[src/design/pwr_seq_defines.vh]
// constants for the power and reset sequencer
`ifndef PWR_SEQ_DEFINES_VH
`define PWR_SEQ_DEFINES_VH

// ------------------------------------------------------------
// register offsets (byte addresses)
// ------------------------------------------------------------
`define REG_CTRL_ADDR        4'h0
`define REG_STATUS_ADDR      4'h4
`define REG_FINALIZE_ADDR    4'h8
`define REG_ADDR_W           4

// ------------------------------------------------------------
// control register fields and reset values
// ------------------------------------------------------------
`define CTRL_IND_EN_BIT      0
`define CTRL_FAST_EN_BIT     1
`define CTRL_RESET_VAL       2'h0
`define CTRL_IND_EN_RST      1'b0
`define CTRL_FAST_EN_RST     1'b0

// ------------------------------------------------------------
// status register fields
// ------------------------------------------------------------
`define ST_STATE_LSB         0
`define ST_STATE_W           6
`define ST_ACTIVE_BIT        8
`define ST_BOOT_DONE_BIT     9
`define ST_REF_BIT           10
`define ST_OFF_IND_BIT       11

// ------------------------------------------------------------
// timing: clock and figures in their own units
// ------------------------------------------------------------
`define CLK_MHZ              40'd250
`define ACTIVATE_S           50
`define HARD_RESTART_MS      1000
`define FINALIZE_US          100
`define OFF_DWELL_US         10
// least times round up; all are whole cycles at 4 ns
`define ACTIVATE_CYC         (`ACTIVATE_S * 40'd1000000 * `CLK_MHZ)
`define HARD_RESTART_CYC     (`HARD_RESTART_MS * 40'd1000 * `CLK_MHZ + 40'd1)
`define FINALIZE_CYC         (`FINALIZE_US * `CLK_MHZ)
`define OFF_DWELL_CYC        (`OFF_DWELL_US * `CLK_MHZ)
`define CNT_W                40

`endif

[src/design/edge_sync.v]
// two-stage synchroniser with falling-edge detection
`timescale 1ns/1ps
module edge_sync
(
  input  wire        clk_i,
  input  wire        nrst_i,
  input  wire        raw_i,
  output reg         level_o,
  output reg         fall_o
);

  reg meta;
  reg sync_q;

  // ------------------------------------------------------------
  // synchroniser; first stage only feeds the second
  // ------------------------------------------------------------
  always @(posedge clk_i or negedge nrst_i)
  begin
    if (!nrst_i)
    begin
      meta    <= 1'b1;
      sync_q  <= 1'b1;
      level_o <= 1'b1;
      fall_o  <= 1'b0;
    end
    else
    begin
      meta    <= raw_i;
      sync_q  <= meta;
      level_o <= sync_q;
      fall_o  <= level_o & ~sync_q;   // high to low seen after sync
    end
  end

endmodule

[src/design/pwr_seq.v]
// power-on, shutdown and hard restart sequencer with wishbone registers
// How it works
// host holds power-keep-on high to keep module powered
// host keeps hard-restart released during power-up
// activation state reached no sooner than 50 s after power-keep-on high
// host should not talk to module before activation
// boot-done indicator rises after full boot when indicator enabled
// host drives power-keep-on low to request graceful shutdown
// graceful request: finalize, end processes, then drop reference output
// enabled trigger line falling edge starts a fast shutdown
// fast shutdown finalizes then drops reference output as ready-to-off
// fast shutdown disabled after reset; edges ignored until enabled
// off indicator optional, disabled by default, shows off state
// without indicator, host manages power-keep-on to avoid reboot
// fast shutdown with indicator enabled stays off until repowered
// without indicator, module reboots itself while supply stays high
// host holds hard-restart low over 1 s then releases it
// hard restart is an emergency recovery only
// host drives hard-restart open-collector only; host_model drives hard_restart_in_n_o high as well as low
// host keeps digital inputs low while module off or switching; host_model drives fast_trigger_o high whenever keep_i is high and trig_i low
// reference output on while module on, off once shut down
// trigger and hard-restart synchronised before edge or duration logic
//
// Chosen here: the register addresses and register access over Wishbone.
`timescale 1ns/1ps
`include "pwr_seq_defines.vh"
module pwr_seq
#(
  parameter [`CNT_W-1:0] ACTIVATE_CYC     = `ACTIVATE_CYC,
  parameter [`CNT_W-1:0] HARD_RESTART_CYC = `HARD_RESTART_CYC,
  parameter [`CNT_W-1:0] FINALIZE_CYC     = `FINALIZE_CYC,
  parameter [`CNT_W-1:0] OFF_DWELL_CYC    = `OFF_DWELL_CYC
)
(
  input  wire        clk_i,
  input  wire        nrst_i,
  input  wire        power_keep_on_n_i,
  input  wire        hard_restart_in_n_i,
  input  wire        fast_trigger_i,
  input  wire        main_supply_level_i,
  input  wire        wb_cyc_i,
  input  wire        wb_stb_i,
  input  wire        wb_we_i,
  input  wire [3:0]  wb_adr_i,
  input  wire [3:0]  wb_sel_i,
  input  wire [31:0] wb_dat_i,
  output reg  [31:0] wb_dat_o,
  output reg         wb_ack_o,
  output reg         off_state_indicator_o,
  output reg         ready_to_off_reference_o,
  output reg         active_o
);

  // ------------------------------------------------------------
  // states, one-hot
  // ------------------------------------------------------------
  localparam [5:0] S_OFF   = 6'h01;
  localparam [5:0] S_INIT  = 6'h02;
  localparam [5:0] S_RUN   = 6'h04;
  localparam [5:0] S_FINAL = 6'h08;
  localparam [5:0] S_DOWN  = 6'h10;
  localparam [5:0] S_HALT  = 6'h20;

  reg  [5:0]        state;
  reg  [5:0]        next_state;
  reg  [`CNT_W-1:0] cnt;
  reg  [`CNT_W-1:0] rst_cnt;
  reg               rst_long;
  reg               ind_en;
  reg               fast_en;
  reg               fin_done;
  reg               boot_done;
  wire              trig_fall;
  wire              rst_lvl;
  wire              wb_req;
  wire              wb_wr;
  wire              keep_on;
  wire              restart;
  wire              cnt_zero;

  assign keep_on  = power_keep_on_n_i;
  assign cnt_zero = (cnt == {`CNT_W{1'b0}});
  assign wb_req   = wb_cyc_i & wb_stb_i & ~wb_ack_o;
  assign wb_wr    = wb_cyc_i & wb_stb_i & wb_ack_o & wb_we_i & wb_sel_i[0];  // commits at the ack edge

  // ------------------------------------------------------------
  // input synchronisers
  // ------------------------------------------------------------
  edge_sync u_trig_sync
  (
    .clk_i   (clk_i),
    .nrst_i  (nrst_i),
    .raw_i   (fast_trigger_i),
    .level_o (),
    .fall_o  (trig_fall)
  );

  edge_sync u_rst_sync
  (
    .clk_i   (clk_i),
    .nrst_i  (nrst_i),
    .raw_i   (hard_restart_in_n_i),
    .level_o (rst_lvl),
    .fall_o  ()
  );

  // hard restart: low longer than the limit, acted on at release
  assign restart = rst_lvl & rst_long;

  // ------------------------------------------------------------
  // hard-restart low-duration counter
  // ------------------------------------------------------------
  always @(posedge clk_i or negedge nrst_i)
  begin
    if (!nrst_i)
    begin
      rst_cnt  <= {`CNT_W{1'b0}};
      rst_long <= 1'b0;
    end
    else if (rst_lvl)
    begin
      rst_cnt  <= {`CNT_W{1'b0}};
      rst_long <= 1'b0;
    end
    else
    begin
      if (!rst_long)
        rst_cnt <= rst_cnt + {{(`CNT_W-1){1'b0}}, 1'b1};
      if (rst_cnt >= HARD_RESTART_CYC - 1)
        rst_long <= 1'b1;
    end
  end

  // ------------------------------------------------------------
  // next state
  // ------------------------------------------------------------
  always @*
  begin
    next_state = state;
    case (state)
      S_OFF:
        if (keep_on && rst_lvl)
          next_state = S_INIT;
      S_INIT:
        if (!keep_on)
          next_state = S_FINAL;
        else if (cnt_zero)
          next_state = S_RUN;
      S_RUN:
        if (!keep_on)
          next_state = S_FINAL;
        else if (trig_fall && fast_en)
          next_state = S_FINAL;
      S_FINAL:
        if (fin_done || cnt_zero)
          next_state = S_DOWN;
      S_DOWN:
        if (ind_en)
          next_state = S_HALT;
        else if (cnt_zero)
          next_state = S_OFF;
      S_HALT:
        next_state = S_HALT;
      default:
        next_state = S_OFF;
    endcase
    if (restart && state != S_OFF)
      next_state = S_OFF;
    if (state == S_OFF && !main_supply_level_i)
      next_state = S_OFF;
    if (state == S_DOWN && !ind_en && !main_supply_level_i)
      next_state = S_DOWN;               // stays off without supply
  end

  // ------------------------------------------------------------
  // state register and phase counter
  // ------------------------------------------------------------
  always @(posedge clk_i or negedge nrst_i)
  begin
    if (!nrst_i)
    begin
      state     <= S_OFF;
      cnt       <= {`CNT_W{1'b0}};
      boot_done <= 1'b0;
    end
    else
    begin
      state <= next_state;
      if (next_state != state)
      begin
        case (next_state)
          S_INIT:  cnt <= ACTIVATE_CYC - 1;
          S_FINAL: cnt <= FINALIZE_CYC - 1;
          S_DOWN:  cnt <= OFF_DWELL_CYC - 1;
          default: cnt <= {`CNT_W{1'b0}};
        endcase
      end
      else if (!cnt_zero)
        cnt <= cnt - {{(`CNT_W-1){1'b0}}, 1'b1};
      boot_done <= (next_state == S_RUN);
    end
  end

  // ------------------------------------------------------------
  // pin outputs, registered
  // ------------------------------------------------------------
  always @(posedge clk_i or negedge nrst_i)
  begin
    if (!nrst_i)
    begin
      ready_to_off_reference_o <= 1'b0;
      off_state_indicator_o    <= 1'b0;
      active_o                 <= 1'b0;
    end
    else
    begin
      // on through init, run and finalize
      ready_to_off_reference_o <= (next_state == S_INIT) | (next_state == S_RUN)
                                | (next_state == S_FINAL);
      // boot-done high in run when indicator enabled, low from finalize on
      off_state_indicator_o    <= ind_en & (next_state == S_RUN);
      active_o                 <= (next_state == S_RUN);
    end
  end

  // ------------------------------------------------------------
  // wishbone slave: control writes, finalize-done strobe
  // ------------------------------------------------------------
  always @(posedge clk_i or negedge nrst_i)
  begin
    if (!nrst_i)
    begin
      ind_en   <= `CTRL_IND_EN_RST;
      fast_en  <= `CTRL_FAST_EN_RST;
      fin_done <= 1'b0;
      wb_ack_o <= 1'b0;
    end
    else
    begin
      wb_ack_o <= wb_req;
      fin_done <= wb_wr && (wb_adr_i == `REG_FINALIZE_ADDR) && wb_dat_i[0];
      if (wb_wr && wb_adr_i == `REG_CTRL_ADDR)
      begin
        ind_en  <= wb_dat_i[`CTRL_IND_EN_BIT];
        fast_en <= wb_dat_i[`CTRL_FAST_EN_BIT];
      end
    end
  end

  // ------------------------------------------------------------
  // read data, registered with the ack
  // ------------------------------------------------------------
  always @(posedge clk_i or negedge nrst_i)
  begin
    if (!nrst_i)
      wb_dat_o <= 32'h0000_0000;
    else if (wb_req && !wb_we_i)
    begin
      wb_dat_o <= 32'h0000_0000;
      case (wb_adr_i)
        `REG_CTRL_ADDR:
        begin
          wb_dat_o[`CTRL_IND_EN_BIT]  <= ind_en;
          wb_dat_o[`CTRL_FAST_EN_BIT] <= fast_en;
        end
        `REG_STATUS_ADDR:
        begin
          wb_dat_o[`ST_STATE_LSB +: `ST_STATE_W] <= state;
          wb_dat_o[`ST_ACTIVE_BIT]    <= active_o;
          wb_dat_o[`ST_BOOT_DONE_BIT] <= boot_done;
          wb_dat_o[`ST_REF_BIT]       <= ready_to_off_reference_o;
          wb_dat_o[`ST_OFF_IND_BIT]   <= off_state_indicator_o;
        end
        default:
          wb_dat_o <= 32'h0000_0000;
      endcase
    end
  end

endmodule

[config.mk]
export PLATFORM = sky130hd
export DESIGN_NAME = pwr_seq
export DESIGN_NICKNAME = d
export VERILOG_FILES = /design/src/design/edge_sync.v /design/src/design/pwr_seq.v
export VERILOG_INCLUDE_DIRS = /design/src /design/src/design
export SDC_FILE = /design/constraint.sdc
export NUM_CORES = 1
export LEC_CHECK = 0
export BUFFER_PORTS_ARGS = -buffer_cell sky130_fd_sc_hd__buf_2
export CAP_MARGIN = 5
export CORE_ASPECT_RATIO = 1.5
export CORE_MARGIN = 5
export CORE_UTILIZATION = 35
export CTS_CLUSTER_DIAMETER = 60
export DETAILED_ROUTE_END_ITERATION = 8
export GPL_ROUTABILITY_DRIVEN = 0
export RECOVER_POWER = 25
export SETUP_SLACK_MARGIN = 0.3
export SLEW_MARGIN = 20
export SYNTH_ARGS = -nofsm -noshare
export SYNTH_HDL_FRONTEND = slang
export SYNTH_SLANG_ARGS = --single-unit
export TNS_END_PERCENT = 5
[constraint.sdc]
create_clock -name clk_i -period 5.78 [get_ports clk_i]
set_clock_uncertainty 0.05 [all_clocks]
set_input_delay 0 -clock clk_i [delete_from_list [all_inputs] [get_ports clk_i]]
set_output_delay 0 -clock clk_i [all_outputs]
set_load 0.01 [all_outputs]
* Yosys cells after proc, flatten, opt, wreduce, memory -nomap -nowiden
Index checks and enable logic that the tools add are counted.
Storage, ports and cells: register bits after elaboration 111, input bits 49, output and inout bits 36, word-level logic and storage cells 89
Operators by class: add/subtract/negate cells 2, magnitude comparators 1, eq/ne operators 16, multiplexer cells 22, bitwise logic cells 12, reductions and logical operators 17
Operators with widths (count):
- $mux W40 | 4
- $pmux W34 S3 | 1
- $mux W6 | 11
- $add A40 B1 Y40 const B | 1
- $ge A40 B28 Y1 const B | 1
- $logic_not A40 Y1 | 1
- $sub A40 B1 Y40 const B | 1
- $pmux W6 S6 | 1
- $eq A6 B2 Y1 const B | 2
- $eq A6 B3 Y1 const B | 2
- $eq A6 B4 Y1 const B | 2
- $eq A6 B5 Y1 const B | 2
- $logic_and A1 B1 Y1 | 10
- $and A1 B1 Y1 | 8
- $mux W4 | 2
- $eq A6 B1 Y1 const B | 1
- $eq A6 B6 Y1 const B | 1
- $ne A6 B1 Y1 const B | 1
- $ne A6 B6 Y1 | 1
- $eq A4 B3 Y1 const B | 1
- $eq A4 B4 Y1 const B | 1
- $logic_not A4 Y1 | 1
- $ne A2 B1 Y1 const B | 2
- $pmux W2 S2 | 1
- other kinds (6) | 11

* Depth between registers and ports, before layout
depth after elaboration 10, depth in mapped cells 12, gate-level depth less buffers 10

* By module
A second synthesis with hierarchy kept.
Second synthesis, totals: cell total of the unflattened synthesis 598, area, all modules 5895.7 µm²
By module, submodules not included:
- pwr_seq | instances 1, cells an instance 588, area an instance 5660.4 µm², sequential area each 2578.7 µm²
- edge_sync | instances 2, cells an instance 5, area an instance 117.6 µm², sequential area each 103.8 µm²

* Least setup slack after synthesis
OpenSTA, ideal clock, no wires.
path kind register to register, start point register state[5], end point register cnt[18], library setup time 0.119 ns, data arrival time 2.878 ns, data required time 5.611 ns, path slack 2.733 ns, stages on the path, launching flop included 11, path buffers 2, clock period less this slack 3.047 ns, cells stage by stage dfrtp_1 > buf_6 > or4_4 > maj3_2 > a211o_1 > a2111oi_2 > xnor2_1 > nand4_2 > or2_4 > buf_6 > and2_1
On the way: elaborated cells on any way between the ends 30, those cells by class eq/ne (12); mux (14); reduce/logical (4)
RTL lines:
- start: declaration | line pwr_seq.v:64 | reg [5:0] state;
- start signal: assignment | line pwr_seq.v:188 | state <= next_state;
- $eq A6 B6 Y1 (tied with other cells) | line pwr_seq.v:140 | case (state)
- $pmux W6 S6 or $logic_and A1 B1 Y1 (tied branches) | line pwr_seq.v:140, pwr_seq.v:167
- $mux W6 | line pwr_seq.v:167 | if (restart && state != S_OFF)
- $mux W6 | line pwr_seq.v:169 | if (state == S_OFF && !main_supply_level_i)
- $mux W6 * | line pwr_seq.v:171 | if (state == S_DOWN && !ind_en && !main_supply_level_i)
- net next_state[1] | line pwr_seq.v:65 | reg [5:0] next_state;
- $eq A6 B5 Y1 (tied with other cells) | line pwr_seq.v:191 | case (next_state)
- $pmux W34 S3 | line pwr_seq.v:191
- $mux W40 | line pwr_seq.v:189 | if (next_state != state)
- end signal: assignment | line pwr_seq.v:192 | S_INIT: cnt <= ACTIVATE_CYC - 1;
- end signal: assignment | line pwr_seq.v:193 | S_FINAL: cnt <= FINALIZE_CYC - 1;
- end signal: assignment | line pwr_seq.v:194 | S_DOWN: cnt <= OFF_DWELL_CYC - 1;
- end: declaration | line pwr_seq.v:66 | reg [`CNT_W-1:0] cnt;
Mark *: on every way through the listed nets, which the timed path passes. The rest lies on a longest branch. A chain may end at the register's enable or synchronous reset.

* Worst setup path after layout
start point register cnt[0], end point register cnt[19]
On the way: cells in the longest elaborated chain, start to end 10, elaborated cells on any way between the ends 20, those cells by class add/sub (1); eq/ne (5); mux (12); reduce/logical (2)
RTL lines:
- start signal: assignment | line pwr_seq.v:183 | cnt <= {`CNT_W{1'b0}};
- start signal: assignment | line pwr_seq.v:192
- start signal: assignment | line pwr_seq.v:193
- $logic_not A40 Y1 | line pwr_seq.v:82 | assign cnt_zero = (cnt == {`CNT_W{1'b0}});
- $mux W6 (tied with other cells) | line pwr_seq.v:160 | else if (cnt_zero)
- $mux W6, on equally long branches | line pwr_seq.v:158, pwr_seq.v:145, pwr_seq.v:155
- $pmux W6 S6 | line pwr_seq.v:140
- $mux W6 | line pwr_seq.v:167
- $mux W6 | line pwr_seq.v:169
- $mux W6 | line pwr_seq.v:171
- $eq A6 B5 Y1 (tied with other cells) | line pwr_seq.v:191
- $pmux W34 S3 | line pwr_seq.v:191
- $mux W40 | line pwr_seq.v:189
Several ways; a longest one is shown, not always the timed one. The select of a mux whose other input is x is not followed.

==> results by group <==
Timing
  – Minimum clock period: 4150 ps
  – Min Hold Slack: 183 ps
  – Max-slew violation count: 113
  – Max frequency: 241 MHz
  – Crit share post-route: 71.8%
  – Final setup viols: 0
  – Slew headroom: -28.6%
  – Setup TNS: 0 ps
  – Measured slew at the worst slew-check pin: 1930 ps
  – Final hold violation count: 0
  – RSZ-0062 raised after global routing: false

Place
  – DP Area: 6020 um2
  – I/O Buffers: 29
  – Post-Place Cells: 817
  – Dpl hpwl: 8440 um

Critical path
  – Worst setup path start: cnt[0]
  – FF-to-FF Start: cnt[0]
  – CP endpoint kind: flop
  – Worst-case reg-to-reg path depth: 11
  – Instance count on the critical path: 11
  – Top delay family on crit path: simple AND/OR/NAND/NOR gates
  – Crit path cell chain: inv_1 > ha_1 > nor3b_1 > nand4_1 > or3_1 > nor4_2 > a2111oi_2 > nand4_2 > buf_4 > o21ai_1 > and2_1
  – Critical Path AT: 4330 ps
  – CP peak stage delay: 700 ps
  – CP endpoint: cnt[19]
  – Startpoint types: flop
  – Crit path kind: flop to flop
  – Register-to-register setup slack: 1630 ps
  – Critical-path top delay cell: or3_1
  – Buf/Inv on CP: 2
  – CP Data Required Time: 5970 ps
  – Worst flop-to-flop path endpoint: cnt[19]
  – Crit Path Max Fanout: 25

GRT
  – GRT Overall Usage: 12.9%
  – First-pass GRT wire length: 20800 um
  – Grt ovf: 0
  – Number of global-route vias before repair: 4515
  – Largest net degree at the start of global routing: 79
  – Initial antenna violation count: 0

Final layout
  – Multi-input logic area: 2790 um2
  – Final-layout fill cell count: 1612
  – Cell area after layout: 6470 um2
  – Inserted Diodes: 0
  – Share of cells above drive strength 1: 9.32%
  – NumNets Final: 691
  – Layout area overhead: 11.3%
  – Sequential Area: 2760 um2
  – Final core utilization: 39.8%
  – Finished Layout Cells: 850

Status
  – Status: finished with violations
  – Failing checks: capacitance limit, slew limit

Synthesis
  – Ys flop type: dfrtp_1
  – Yosys reg bits: 110
  – Post-synth EDFFs: 0
  – Netlist Area Pre-Place: 5810 um2
  – Post-Syn Instances: 600
  – Seq/Total Area, Yosys: 47.5%
  – Post-Syn Area per Cell: 9.69 um2
  – Simple-Gate Fraction of Synth Area: 24.4%
  – Synth Area in Adders: 0.839%
  – Xor-xnor portion of the synthesized cell area: 10.7%
  – Compound-Gate Fraction of Synth Area: 9.56%
  – Mux cell area share after synthesis: 1.08%
  – Post-synth cell types: 62
  – Yosys warns: 0
  – Asr flop ratio synth: 100%
  – Main combinational cell family by area after synthesis: simple AND/OR/NAND/NOR gates

Drt
  – Initial DRC Count: 242
  – Via count: 4363
  – Detailed Route WL: 12000 um
  – Number of remaining DRC errors: 0
  – Vias per cell: 5.13
  – Final ANT Viol Nets: 0
  – Drt wl/cell: 14.1 um
  – DRT Pass-1 Iters: 4

Power
  – PD cells: 342 nW/um2
  – Leak Pwr: 2.80 nW
  – VDD IR-drop max: 0.000129 V

Clocking
  – Skew-Pair Late Insertion Delay: 350 ps
  – Total setup buffers inserted after CTS: 0
  – CTS tree: done
  – Root buffer cell: clkbuf_16
  – CTS max path bufs: 2
  – # H-tree levels: 3
  – Clock-pin slew on the worst setup and hold paths: 70 ps
  – Inserted Clock Buffers: 9
  – Clock sinks: 110
  – Post_cts resized: 0
  – CTS Hold Bufs: 17

Floorplanning
  – Core Box Area: 16300 um2
  – Row count: 57
  – Initial Util: 35.7%
  – Die ar.: 19300 um2
  – Die height: 168 um
  – Die X-Extent: 115 um
  – Num ports: 85

Worst hold path
  – Hold Crit Class: primary input to flop

Run
  – Max Cap Viol: 2
-- how the worst min path moves through the flow --
stage                startpoint     endpoint  slack, ps  depth (start not counted)
finish              wb_adr_i[1]  wb_dat_o[3]        180                          4
global route        wb_adr_i[1]  wb_dat_o[3]        200                          4
CTS                      nrst_i  rst_cnt[16]         90                          2
detailed placement       nrst_i  rst_cnt[15]        -90                          1
global placement         nrst_i  rst_cnt[16]       -100                          1
floorplan                nrst_i     active_o       -350                          0
-- Yosys cell counts (4+ instances only) --
library cell | n | share of area, %
nor2_1 | 85 | 5.5
buf_4 | 24 | 3.1
dfstp_2 | 7 | 3.2
a21oi_1 | 14 | 1.2
dfrtp_1 | 103 | 44
nor4_1 | 21 | 2.3
nor3_1 | 16 | 1.4
o31ai_1 | 4 | 0.52
o21ai_1 | 13 | 1.1
nand3_1 | 18 | 1.5
buf_6 | 5 | 0.97
or4_1 | 8 | 1.0
o21ai_0 | 15 | 1.3
clkbuf_1 | 6 | 0.39
nand4_1 | 11 | 1.2
inv_1 | 13 | 0.84
nand2_1 | 40 | 2.6
or2_2 | 5 | 0.54
nor2b_1 | 6 | 0.65
and3_1 | 11 | 1.2
nand2b_1 | 4 | 0.43
xor2_1 | 38 | 5.7
buf_2 | 4 | 0.34
a22o_1 | 7 | 1.1
and2_1 | 18 | 1.9
or3_1 | 14 | 1.5
mux2i_1 | 4 | 0.69
a21o_1 | 5 | 0.65
xnor2_1 | 33 | 5.0
-- kinds of logic (layout without fill, tap and decap cells) --
kind of cell,Yosys count,count (layout)
buf+inv,54,77
simple gates,273,273
flops,110,110
mux,6,6
fa+ha+maj,4,4
compound gates,81,81
other cells,1,22
xor+xnor,71,71
-- routing by layer --
| layer | routed length, um | global-route usage [%] |
|---|---|---|
| met2 | 6050 | 22.4 |
| met4 | 259 | 5.36 |
| met3 | 503 | 2.23 |
| met1 | 5170 | 15.5 |
| met5 | 0 | 0 |
-- sequential cells by signal, summed over array words and instances (netlist names), 6 cells and up --
register,cells
cnt,40
rst_cnt,40
state,6
wb_dat_o,9
-- per-stage QoR --
| stage | total power, mW | worst slack (ps) |
|---|---|---|
| 6_report | 2.21 | 1630 |
| 5_1_grt | 2.35 | 1380 |
| 4_1_cts | 2.24 | 1620 |
| 3_5_place_dp | 1.59 | 1640 |
| 3_3_place_gp | 1.57 | 1670 |
| 2_1_floorplan | 1.48 | 2730 |
-- cell type report --
| type | instances | share of cell area (%) |
|---|---|---|
| Clock inverter | 7 | 1.20 |
| Sequential cell | 110 | 42.7 |
| Multi-Input combinational cell | 457 | 43.1 |
| Timing Repair Buffer | 48 | 4.78 |
| Clock buffer | 9 | 3.48 |
| Inverter | 13 | 0.754 |
| Tap cell | 206 | 3.98 |
-- cell usage in the layout (no fill, tap or decap), types with 4 or more instances in the layout --
cell,count
o31ai_1,4
nor2b_1,6
nor3_1,16
nand3_1,18
a22o_1,7
or2_2,5
mux2i_1,4
buf_2,14
nor4_1,21
nand2_1,40
or4_1,8
conb_1,22
nand2b_1,4
xnor2_1,33
clkbuf_1,15
dlygate4sd3_1,17
o21ai_1,13
a21o_1,5
dfrtp_1,103
a21oi_1,14
or3_1,14
inv_1,13
nand4_1,11
and3_1,11
clkbuf_16,9
nor2_1,85
dfstp_2,6
and2_1,18
xor2_1,38
o21ai_0,15
-- report_power, final --
| group | leakage (nW) | total, mW | switching (mW) | internal, mW |
|---|---|---|---|---|
| Clock | 0.147 | 0.629 | 0.288 | 0.341 |
| Sequential | 1.48 | 0.973 | 0.107 | 0.866 |
| Combinational | 1.17 | 0.610 | 0.354 | 0.257 |
-- worst register-to-register path, cell delays in order, from the launching register on --
cell,delay (ps)
dfrtp_1,430
inv_1,100
ha_1,180
nor3b_1,480
nand4_1,530
or3_1,700
nor4_2,410
a2111oi_2,80
nand4_2,480
buf_4,340
o21ai_1,100
and2_1,180
(Power assumes the default switching activity.)
